**config.mk**
```make
export PLATFORM = sky130hd
export DESIGN_NAME = acml_top
export DESIGN_NICKNAME = d
export VERILOG_FILES = /design/src/hw/acml_pkg.sv /design/src/hw/acml_amp_chan.sv /design/src/hw/acml_top.sv
export SDC_FILE = /design/constraint.sdc
export NUM_CORES = 1
export LEC_CHECK = 0
export BUFFER_PORTS_ARGS = -buffer_cell sky130_fd_sc_hd__clkbuf_2
export CAP_MARGIN = 10
export CORE_AREA = 2 2 94 96
export CTS_BUF_LIST = sky130_fd_sc_hd__clkbuf_4
export DETAILED_ROUTE_END_ITERATION = 10
export DIE_AREA = 0 0 96 98
export PLACE_DENSITY_LB_ADDON = 0.12
export SLEW_MARGIN = 20
export SYNTH_ARGS = -nofsm -noshare
export SYNTH_HDL_FRONTEND = slang
export SYNTH_HIERARCHICAL = 1
export SYNTH_SLANG_ARGS = --single-unit
```
**constraint.sdc**
```tcl
create_clock -name ref_clk -period 4 [get_ports ref_clk]
set_input_delay 0.4 -clock ref_clk [delete_from_list [all_inputs] [get_ports ref_clk]]
set_output_delay 0.4 -clock ref_clk [all_outputs]
set_load 0.03 [all_outputs]
```
**src/hw/acml_pkg.sv**
```systemverilog
// Constants, register map and carrier types for the amplifier control block.
// Assumes a single 20 MHz clock shared with the register port and timers.
package acml_pkg;

  // Register byte offsets.
  localparam logic [7:0] OFS_CS1  = 8'h00;
  localparam logic [7:0] OFS_CS2  = 8'h10;
  localparam logic [7:0] OFS_LOCK = 8'h20;

  // Reset values and writable bit masks.
  localparam logic [31:0] CS_RST    = 32'h0000_0000;
  localparam logic [31:0] CS1_WMASK = 32'h003F_8FFF;
  localparam logic [31:0] CS2_WMASK = 32'h013F_8FFF;
  localparam logic [1:0]  LOCK_RST  = 2'h0;

  // Field positions inside a control register.
  localparam int EN_BIT      = 0;
  localparam int MODE_LSB    = 1;
  localparam int GAIN_LSB    = 3;
  localparam int NEG_PRI_LSB = 6;
  localparam int POS_PRI_LSB = 8;
  localparam int CAL_BIT     = 11;
  localparam int CALRES_BIT  = 14;
  localparam int RANGE_BIT   = 15;
  localparam int SW_EN_BIT   = 16;
  localparam int NEG_SEC_LSB = 17;
  localparam int POS_SEC_LSB = 19;
  localparam int SRC_BIT     = 24;
  localparam int LOCK1_BIT   = 0;
  localparam int LOCK2_BIT   = 1;

  // Field widths and counts of real inputs.
  localparam int POS_W   = 3;
  localparam int NEG_W   = 2;
  localparam int GAIN_W  = 3;
  localparam int MODE_W  = 2;
  localparam int POS_NUM = 4;
  localparam int NEG_NUM = 3;

  // Codes with special meaning.
  localparam logic [GAIN_W-1:0] GAIN_MAX_CODE = 3'h4;
  localparam logic [GAIN_W-1:0] GAIN_DEF_LOG2 = 3'h1;
  localparam logic [MODE_W-1:0] MODE_CODE_PGA = 2'h2;
  localparam logic [MODE_W-1:0] MODE_CODE_FOL = 2'h3;

  // Operating mode as seen by the analog front end.
  typedef enum logic [1:0] {
    MODE_EXT,
    MODE_PGA,
    MODE_FOLLOW
  } acml_mode_type;

  // One register access from software.
  typedef struct packed {
    logic [7:0]  addr;
    logic [31:0] wdata;
    logic        wr;
    logic        rd;
  } acml_bus_type;

  // Decoded control for one amplifier.
  typedef struct packed {
    logic               enable;
    logic               calMode;
    logic               highRange;
    acml_mode_type      mode;
    logic [POS_NUM-1:0] posSel;
    logic [NEG_NUM-1:0] negSel;
    logic [GAIN_W-1:0]  gainLog2;
    logic               secondary;
  } acml_amp_ctrl_type;

endpackage

```
**src/hw/acml_amp_chan.sv**
```systemverilog
// One amplifier channel: decodes its control register into analog controls.
// Assumes the switching level is already on the reference clock domain.
`timescale 1ns/100ps
module acml_amp_chan (
  // Clock and reset.
  input  wire logic                        ref_clk,
  input  wire logic                        rst_n,
  // Register image and the selected timer level.
  input  wire logic [31:0]                 ctrlReg,
  input  wire logic                        swLevel,
  // Decoded controls, registered.
  output acml_pkg::acml_amp_ctrl_type      ampCtrl
);
  import acml_pkg::*;

  acml_amp_ctrl_type   ctrl_q;    // Registered controls.
  acml_amp_ctrl_type   ctrl_d;    // Next controls.
  logic                useSec;    // Secondary selections are in force.
  logic [POS_W-1:0]    posCode;   // Positive code chosen.
  logic [NEG_W-1:0]    negCode;   // Negative code chosen.
  logic [GAIN_W-1:0]   gainCode;  // Raw gain code.

  // Work out the next controls from the register and the timer level.
  always_comb begin
    useSec   = ctrlReg[SW_EN_BIT] & swLevel;
    posCode  = useSec ? ctrlReg[POS_SEC_LSB +: POS_W]
                      : ctrlReg[POS_PRI_LSB +: POS_W];
    negCode  = useSec ? ctrlReg[NEG_SEC_LSB +: NEG_W]
                      : ctrlReg[NEG_PRI_LSB +: NEG_W];
    gainCode = ctrlReg[GAIN_LSB +: GAIN_W];
    ctrl_d   = '0;
    ctrl_d.secondary = useSec;
    ctrl_d.enable    = ctrlReg[EN_BIT];
    ctrl_d.calMode   = ctrlReg[CAL_BIT];
    ctrl_d.highRange = ctrlReg[RANGE_BIT];
    // Codes past the real inputs leave every switch open.
    for (int i = 0; i < POS_NUM; i++) begin
      if (posCode == POS_W'(i)) begin
        ctrl_d.posSel[i] = 1'b1;
      end
    end
    for (int i = 0; i < NEG_NUM; i++) begin
      if (negCode == NEG_W'(i)) begin
        ctrl_d.negSel[i] = 1'b1;
      end
    end
    if (gainCode <= GAIN_MAX_CODE) begin
      ctrl_d.gainLog2 = gainCode + GAIN_DEF_LOG2;
    end else begin
      ctrl_d.gainLog2 = GAIN_DEF_LOG2;
    end
    case (ctrlReg[MODE_LSB +: MODE_W])
      MODE_CODE_PGA: ctrl_d.mode = MODE_PGA;
      MODE_CODE_FOL: ctrl_d.mode = MODE_FOLLOW;
      default:       ctrl_d.mode = MODE_EXT;
    endcase
  end

  // Register the controls so the analog side sees glitch-free levels.
  always_ff @(posedge ref_clk) begin
    if (!rst_n) begin
      ctrl_q <= '0;
    end else begin
      ctrl_q <= ctrl_d;
    end
  end

  assign ampCtrl = ctrl_q;
endmodule

```
**src/hw/acml_top.sv**
```systemverilog
// Register bank and input switching control for two amplifiers.
// Assumes timer levels come from logic on ref_clk; the calibration
// comparators are asynchronous and are synchronised here.
//
// The plain strobed port was decided locally.
`timescale 1ns/100ps
module acml_top #(
  parameter int CAL_SYNC = 2  // Synchroniser depth for comparators.
) (
  // Clock and reset.
  input  wire logic                        ref_clk,
  input  wire logic                        rst_n,
  // Register port.
  input  wire acml_pkg::acml_bus_type      busReq,
  output logic [31:0]                      rdData,
  // Timer channel levels.
  input  wire logic                        timer_a_ch6_level,
  input  wire logic                        timer_b_ch6_level,
  // Calibration comparator outputs, asynchronous.
  input  wire logic [1:0]                  calCmpRaw,
  // Decoded amplifier controls.
  output acml_pkg::acml_amp_ctrl_type      amp1Ctrl,
  output acml_pkg::acml_amp_ctrl_type      amp2Ctrl
);
  import acml_pkg::*;

  // Fewer than two stages would let a metastable level reach software.
  if (CAL_SYNC < 2) begin : gen_bad_sync
    $error("CAL_SYNC must be at least two");
  end

  logic [31:0] cs1_q;     // Amplifier 1 control register.
  logic [31:0] cs1_d;     // Its next value.
  logic [31:0] cs2_q;     // Amplifier 2 control register.
  logic [31:0] cs2_d;     // Its next value.
  logic [1:0]  lock_q;    // Write protection bits.
  logic [1:0]  lock_d;    // Their next value.
  logic [31:0] rdData_q;  // Read data register.
  logic [31:0] rdData_d;  // Next read data.
  logic [1:0]  calSync_q [CAL_SYNC];  // Comparator synchroniser.
  logic [1:0]  calRes;    // Synchronised comparator levels.
  logic        selCs1;    // Address hits amplifier 1.
  logic        selCs2;    // Address hits amplifier 2.
  logic        selLock;   // Address hits the lock register.
  logic        sw1Level;  // Switching level for amplifier 1.
  logic        sw2Level;  // Switching level for amplifier 2.

  // Address decode shared by reads and writes.
  always_comb begin
    selCs1  = busReq.addr == OFS_CS1;
    selCs2  = busReq.addr == OFS_CS2;
    selLock = busReq.addr == OFS_LOCK;
  end

  // Next values of the control and lock registers.
  always_comb begin
    cs1_d  = cs1_q;
    cs2_d  = cs2_q;
    lock_d = lock_q;
    if (busReq.wr && selCs1 && !lock_q[LOCK1_BIT]) begin
      cs1_d = busReq.wdata & CS1_WMASK;
    end
    if (busReq.wr && selCs2 && !lock_q[LOCK2_BIT]) begin
      cs2_d = busReq.wdata & CS2_WMASK;
    end
    if (busReq.wr && selLock) begin
      lock_d = lock_q | busReq.wdata[LOCK2_BIT:LOCK1_BIT];
    end
  end

  // Control and lock registers; only reset clears the lock.
  always_ff @(posedge ref_clk) begin
    if (!rst_n) begin
      cs1_q  <= CS_RST;
      cs2_q  <= CS_RST;
      lock_q <= LOCK_RST;
    end else begin
      cs1_q  <= cs1_d;
      cs2_q  <= cs2_d;
      lock_q <= lock_d;
    end
  end

  // Comparator synchroniser; only the last stage is read by logic.
  always_ff @(posedge ref_clk) begin
    if (!rst_n) begin
      for (int i = 0; i < CAL_SYNC; i++) begin
        calSync_q[i] <= 2'h0;
      end
    end else begin
      calSync_q[0] <= calCmpRaw;
      for (int i = 1; i < CAL_SYNC; i++) begin
        calSync_q[i] <= calSync_q[i-1];
      end
    end
  end

  assign calRes = calSync_q[CAL_SYNC-1];

  // Read mux; unmapped addresses return zero.
  always_comb begin
    rdData_d = rdData_q;
    if (busReq.rd) begin
      rdData_d = 32'h0000_0000;
      if (selCs1) begin
        rdData_d = cs1_q;
        rdData_d[CALRES_BIT] = calRes[0];
      end else if (selCs2) begin
        rdData_d = cs2_q;
        rdData_d[CALRES_BIT] = calRes[1];
      end else if (selLock) begin
        rdData_d[LOCK2_BIT:LOCK1_BIT] = lock_q;
      end
    end
  end

  // Read data holds its last value between reads.
  always_ff @(posedge ref_clk) begin
    if (!rst_n) begin
      rdData_q <= 32'h0000_0000;
    end else begin
      rdData_q <= rdData_d;
    end
  end

  assign rdData = rdData_q;

  // Switching level per amplifier.
  always_comb begin
    sw1Level = timer_a_ch6_level;
    sw2Level = cs2_q[SRC_BIT] ? timer_b_ch6_level : timer_a_ch6_level;
  end

  // Amplifier 1 decoder.
  acml_amp_chan u_amp1 (
    .ref_clk (ref_clk),
    .rst_n   (rst_n),
    .ctrlReg (cs1_q),
    .swLevel (sw1Level),
    .ampCtrl (amp1Ctrl)
  );

  // Amplifier 2 decoder.
  acml_amp_chan u_amp2 (
    .ref_clk (ref_clk),
    .rst_n   (rst_n),
    .ctrlReg (cs2_q),
    .swLevel (sw2Level),
    .ampCtrl (amp2Ctrl)
  );
endmodule

```
==> metrics.md, run 1 <==
| Metric | Value |
|---|---|
| Row count | `34` |
| Max_cap viols | `0` |
| Worst min path class | `in2reg` |
| Highest Clock Rate | `601.4 MHz` |
| H-tree depth | `3` |
| Period utilization | `0.4157` |
| RSZ-0062 raised after global routing | `false` |
| Ys async rst share | `0` |
| Worst Path Max Fanout | `24` |
| Drt wl/cell | `14.67 microns` |
| Ys Warns | `6` |
| Num CTS Buffers | `9` |
| Non-Filler Instances | `614` |
| FF+latch count, synth | `98` |
| Synth Cell Area | `4164 sq um` |
| Status | `completed` |
| Sequential area share after synthesis | `0.4712` |
| Post-synth top area share | `0.4712` |
| Initial antenna violation count | `0` |
| Leakage power | `2.189 nW` |
| Largest net degree at the start of global routing | `42` |
| Root Buffer | `clkbuf_4` |
| Largest cells by area after synthesis | `dfxtp_1, mux2i_1, nand2_1, mux2_2, a21boi_0` |
| Reg clk slew, reported paths | `130 ps` |
| DRC | `0` |
| Cell Pwr Density | `336.0 nW/um^2` |
| Placer congestion estimate | `0.8548` |
| Max-slew violations | `0` |
| Number of synthesized flops with an enable pin | `0` |
| Number of buffers added for setup after CTS | `0` |
| Hpwl dp | `6325 microns` |
| Final hold vios | `0` |
| Critical Path End Type | `flip-flop` |
| Syn_area_per_cell | `9.775 sq um` |
| Clock skew | `18.06 ps` |
| Area Growth Syn to Fin | `13.58%` |
| Clk sink count | `98` |
| Drt pass-1 iters | `6` |
| Setup ws final | `2337 ps` |
| Post-synth top area cell | `dfxtp_1` |
| Total GRT Usage | `0.1959` |
| Vias per cell | `5.233` |
| Resized cells post-CTS | `0` |
| Max-slew headroom | `0.5508` |
| First-pass GRT wire length | `14,350 microns` |
| WL final | `9005 microns` |
| Die area | `9408 sq um` |
| CTS Buffer Depth | `2` |
| Top Ports | `112` |
| Share of layout cells above drive strength 1 | `0.2648` |
| DP Worst Slack | `1881 ps` |
| R2r setup slk | `2530 ps` |
| Worst vdd ir | `198.7 uV` |
| CTS tree | `done` |
| Vias in the first global route | `3,079` |
| Distinct cells, synth | `32` |
| Arr. time, crit path | `1970 ps` |
| Core ar. | `8466 sq um` |
| Die H | `98 microns` |
| Initial core utilization | `0.4919` |
| Final core utilization | `0.5587` |
| Worst skew pair latency | `430 ps` |
| Die Wd | `96 microns` |
| Worst EP required | `4310 ps` |
| CTS Hold Bufs | `0` |
| Diode count | `0` |
| Synth Flop Type | `dfxtp_1` |
| Setup tns final | `0 ps` |
| Hold Crit Depth | `2` |
| Post-Syn Instances | `426` |
| Most frequent cells after synthesis | `dfxtp_1, nand2_1, mux2i_1` |
| Final min period | `1663 ps` |
| Nets | `554` |
| Worst slew pin tran | `673.8 ps` |
| Post-DRT Antenna Nets | `0` |
| Critical Path Start Type | `input pin` |
| Total gr overflow | `0` |
| Initial DRC Count | `94` |
| Hold Slack | `171.8 ps` |
| Worst reg2reg path depth | `4` |
| Placed cells | `599` |
| Final setup viols | `0` |
| Most numerous cell in the Yosys netlist | `dfxtp_1` |
| DR vias | `3,213` |
| Critical path class | `in2reg` |
| Port Buffers | `88` |
## critical path, cell delays in order
cell	delay [ps]
clkbuf_2	520
nor2b_1	210
nand4_1	320
buf_4	360
mux2i_1	150
## flip-flops by register name, indices dropped and copies added, names as in the netlist
register	cells
calSync_q	4
rdData	21
cs1_q	19
cs2_q	20
u_amp1/ampCtrl	16
u_amp2/ampCtrl	16
lock_q	2
## metrics by stage
stage	instance area, sq um	power [mW]
after floorplan	4202	1.084
final	4730	1.589
after detailed placement	4603	1.112
after CTS	4730	1.605
after global routing	4730	1.655
after global placement	4603	1.111
## final cells by class
class	count	area [sq um]
clock inverters	6	58.81
inverters	6	22.52
fillers	787	3736
clock buffers	9	67.56
flip-flops and latches	98	1962
multi-input cells	293	1998
well taps	108	135.1
repair buffers	94	485.5
## final timing paths
| kind | from | end |
|---|---|---|
| max | busReq[38] | cs2_q[10]$_SDFFE_PN0P_ |
| min | calCmpRaw[0] | calSync_q[0][0]$_SDFF_PN0_ |
| max reg2reg | cs2_q[24]$_SDFFE_PN0P_ | u_amp2/ampCtrl[7]$_SDFF_PN0_ |
| min reg2reg | calSync_q[0][1]$_SDFF_PN0_ | calSync_q[0][3]$_SDFF_PN0_ |
## placed cells by master, fill, tap and decap left out
master / netlist / final
nand3b_1: 18 / 18
nor3_2: 0 / 1
buf_4: 12 / 6
ha_1: 4 / 4
or3_1: 4 / 4
nand2_1: 65 / 65
clkbuf_4: 0 / 9
mux2i_1: 43 / 43
inv_1: 6 / 6
a41oi_1: 2 / 2
a21oi_1: 6 / 6
o211ai_2: 2 / 2
clkinv_1: 0 / 2
a21oi_2: 2 / 2
a21boi_0: 25 / 25
and3_1: 7 / 7
nor2_1: 4 / 4
dfxtp_1: 98 / 98
nand4_1: 21 / 21
nor4_4: 1 / 1
nor3_1: 5 / 4
nand2b_1: 21 / 21
clkinv_4: 0 / 1
nor2b_1: 4 / 4
and2_4: 2 / 2
mux2_2: 19 / 19
and2_1: 14 / 14
bufinv_16: 0 / 1
o21ai_0: 2 / 2
clkinvlp_4: 0 / 1
nand3_1: 7 / 7
buf_2: 8 / 1
conb_1: 1 / 11
clkbuf_2: 0 / 87
o21a_1: 2 / 2
clkinv_2: 0 / 1
a2bb2oi_1: 2 / 2
## where the power goes
group	leakage (nW)	internal [mW]	switching (mW)	total, mW
Combinational	1.33	0.0360	0.0708	0.107
Sequential	0.792	0.982	0.00162	0.984
Clock	0.0669	0.184	0.315	0.499
Total	2.19	1.20	0.388	1.59
## per-layer routing
metal | global-route usage | vias to the layer above | wire, microns
met5 | 0 | - | 0
met4 | 0.09231 | 0 | 242
met3 | 0.04321 | 15 | 385
met2 | 0.3146 | 85 | 4474
met1 | 0.2471 | 1526 | 3902
li1 | - | 1587 | -
## cells by family (layout without fill, tap and decap cells)
logic type / Yosys count / in the layout / synth area share
adder cells (fa/ha/maj): 4 / 4 / 0.01202
multiplexers: 62 / 62 / 0.1547
flip-flops: 98 / 98 / 0.4712
AO/OA/AOI/OAI: 43 / 43 / 0.07692
AND/OR/NAND/NOR: 173 / 173 / 0.2251
other: 1 / 11 / 0.0009006
buffers and inverters: 45 / 115 / 0.05919
(Power assumes the default switching activity.)
==> run 2: changes to the inputs <==
CORE_AREA = 2 2 96 98   (was 2 2 94 96)
DIE_AREA = 0 0 98 100   (was 0 0 96 98)
clock period = 1.5 ns   (was 4 ns; I/O delays follow)
==> metrics.md, run 2 (synthesis gave the netlist of run 1 again) <==
| Metric | Value |
|---|---|
| CTS tree | `done` |
| Nets | `579 (+4.5%)` |
| CTS Hold Bufs | `22 (+22)` |
| Final hold vios | `0 (unchanged)` |
| Setup tns final | `0 ps (unchanged)` |
| Total gr overflow | `0 (unchanged)` |
| Root Buffer | `clkbuf_4` |
| Overall Power | `4.357 mW (+170%)` |
| Highest Clock Rate | `692.3 MHz` |
| Hold Crit Depth | `2 (unchanged)` |
| Status | `completed` |
| Max-slew violations | `0 (unchanged)` |
| CP endpoint | `u_amp2/ampCtrl[7]$_SDFF_PN0_` |
| Reg-to-Reg Start | `cs2_q[24]$_SDFFE_PN0P_` |
| Post-DRT Antenna Nets | `0 (unchanged)` |
| Top Ports | `112 (unchanged)` |
| Leakage power | `2.320 nW (+6.0%)` |
| Reg clk slew, reported paths | `150 ps (+20 ps)` |
| Max_cap viols | `0 (unchanged)` |
| Final setup viols | `0 (unchanged)` |
| Worst skew pair latency | `430 ps (about the same)` |
| Total GRT Usage | `0.1870 (-0.008933)` |
| Drt wl/cell | `14.29 microns (-2.6%)` |
| Worst EP required | `1870 ps (-2440 ps)` |
| Worst Path Max Fanout | `8 (-67%)` |
| WL final | `9188 microns (+2.0%)` |
| Cell Pwr Density | `867.4 nW/um^2 (+160%)` |
| DRC | `0 (unchanged)` |
| Commonest non-fill, non-tap cells in the layout | `dfxtp_1, clkbuf_2, nand2_1` |
| Hpwl dp | `6290 microns (-0.55%)` |
| Clk sink count | `98 (unchanged)` |
| Worst vdd ir | `452.0 uV (+130%)` |
| Period utilization | `0.9630` |
| Share of layout cells above drive strength 1 | `0.2594 (-0.005424)` |
| Critical-path cell list | `mux2_2 -> and2_4 -> or3_1 -> a21oi_2` |
| Critical path class | `reg2reg` |
| Diode count | `0 (unchanged)` |
| DR vias | `3,251 (+1.2%)` |
| Hold Slack | `26.91 ps (-144.9 ps)` |
| Worst min path class | `in2reg` |
| Max incr delay on CP | `380 ps (-140 ps)` |
| Clock skew | `9.799 ps (-8.264 ps)` |
| Critical Path End Type | `flip-flop` |
| Largest net degree at the start of global routing | `98 (+130%)` |
| Top cell family by delay on the critical path | `simple AND/OR/NAND/NOR gates` |
| Num CTS Buffers | `9 (unchanged)` |
| Number of buffers added for setup after CTS | `0 (unchanged)` |
| Die H | `100 microns (+2.0%)` |
| Slowest stage cell, crit path | `dfxtp_1` |
| Final min period | `1444 ps` |
| Worst Setup SP | `cs2_q[24]$_SDFFE_PN0P_` |
| H-tree depth | `3 (unchanged)` |
| Area Growth Syn to Fin | `20.64%` |
| Port Buffers | `88 (unchanged)` |
| Row count | `35 (+2.9%)` |
| First-pass GRT wire length | `14,690 microns (+2.4%)` |
| RSZ-0062 raised after global routing | `false` |
| Resized cells post-CTS | `0 (unchanged)` |
| Placer congestion estimate | `0.7974 (-6.7%)` |
| Vias per cell | `5.056 (-3.4%)` |
| Worst reg2reg path depth | `4 (unchanged)` |
| Min-delay src | `timer_a_ch6_level` |
| Largest register FFs | `21 (unchanged)` |
| Initial antenna violation count | `0 (unchanged)` |
| CP Depth | `4 (-1)` |
| Die Wd | `98 microns (+2.1%)` |
| Vias in the first global route | `3,115 (+1.2%)` |
| CP Buf/Inv Count | `0 (-2)` |
| Drt pass-1 iters | `4 (-2)` |
| Worst R2R End | `u_amp2/ampCtrl[7]$_SDFF_PN0_` |
| CTS Buffer Depth | `2 (unchanged)` |
| Initial core utilization | `0.4684 (-0.02347)` |
| Critical Path Start Type | `flip-flop` |
| Die area | `9800 sq um (+4.2%)` |
| Initial DRC Count | `155 (+65%)` |
| R2r setup slk | `60 ps (-2470 ps)` |
| Core ar. | `8890 sq um (+5.0%)` |
| Commonest non-fill, non-tap cell in the layout | `dfxtp_1` |
| Arr. time, crit path | `1810 ps (-160 ps)` |
==> run 2: cell types whose count changed in the layout (fill, tap and decap cells not counted) <==
cell | previous run | this run
dlygate4sd3_1 | 0 | 22
buf_12 | 0 | 3
clkinv_4 | 1 | 2
clkinvlp_4 | 1 | 0
inv_6 | 0 | 1
==> run 2: metrics by stage <==
| stage | cells | setup WS (ps) | util | instance area, sq um |
|---|---|---|---|---|
| 2_1_floorplan | 436 | 65.85 | - | 4202 |
| 3_3_place_gp | 605 | 104.1 | 0.5250 | 4667 |
| 3_5_place_dp | 605 | 96.02 | 0.5250 | 4667 |
| 4_1_cts | 643 | 60.04 | 0.5651 | 5024 |
| 5_1_grt | 643 | 3.031 | 0.5651 | 5024 |
| 6_report | 643 | 55.54 | 0.5651 | 5024 |
==> run 2: routing by layer <==
| layer | track usage | vias to the layer above | wire, microns |
|---|---|---|---|
| met5 | 0 | - | 0 |
| met1 | 0.2312 | 1526 | 4133 |
| li1 | - | 1642 | - |
| met2 | 0.3298 | 71 | 4595 |
| met4 | 0.06517 | 0 | 148 |
| met3 | 0.03273 | 12 | 311 |
==> run 2: power by group <==
group	internal, mW	switching, mW	leakage [nW]
Sequential	2.62	0.00454	0.792
Clock	0.509	0.881	0.0754
Combinational	0.145	0.200	1.45
Total	3.27	1.09	2.32
==> run 2: area by class of cell <==
type                    count  area [sq um]
multi-input cells         293          1998
repair buffers            119         765.7
clock buffers               9         67.56
clock inverters             7         68.82
inverters                   6         22.52
well taps                 111         138.9
flip-flops and latches     98          1962
fillers                   834          3866
==> run 2: worst register-to-register path: cells and delay by family, from the launching register on <==
kind / cells / cell delay, ps
AO/OA/AOI/OAI: 1 / 140
flip-flops: 1 / 380
AND/OR/NAND/NOR: 2 / 510
multiplexers: 1 / 370
==> run 2: how the worst min path moves through the flow <==
| stage | to |
|---|---|
| 2_1_floorplan | calSync_q[0][0]$_SDFF_PN0_ |
| 3_3_place_gp | calSync_q[0][0]$_SDFF_PN0_ |
| 3_5_place_dp | calSync_q[0][0]$_SDFF_PN0_ |
| 4_1_cts | u_amp1/ampCtrl[0]$_SDFF_PN0_ |
| 5_1_grt | u_amp1/ampCtrl[0]$_SDFF_PN0_ |
| 6_report | u_amp1/ampCtrl[0]$_SDFF_PN0_ |
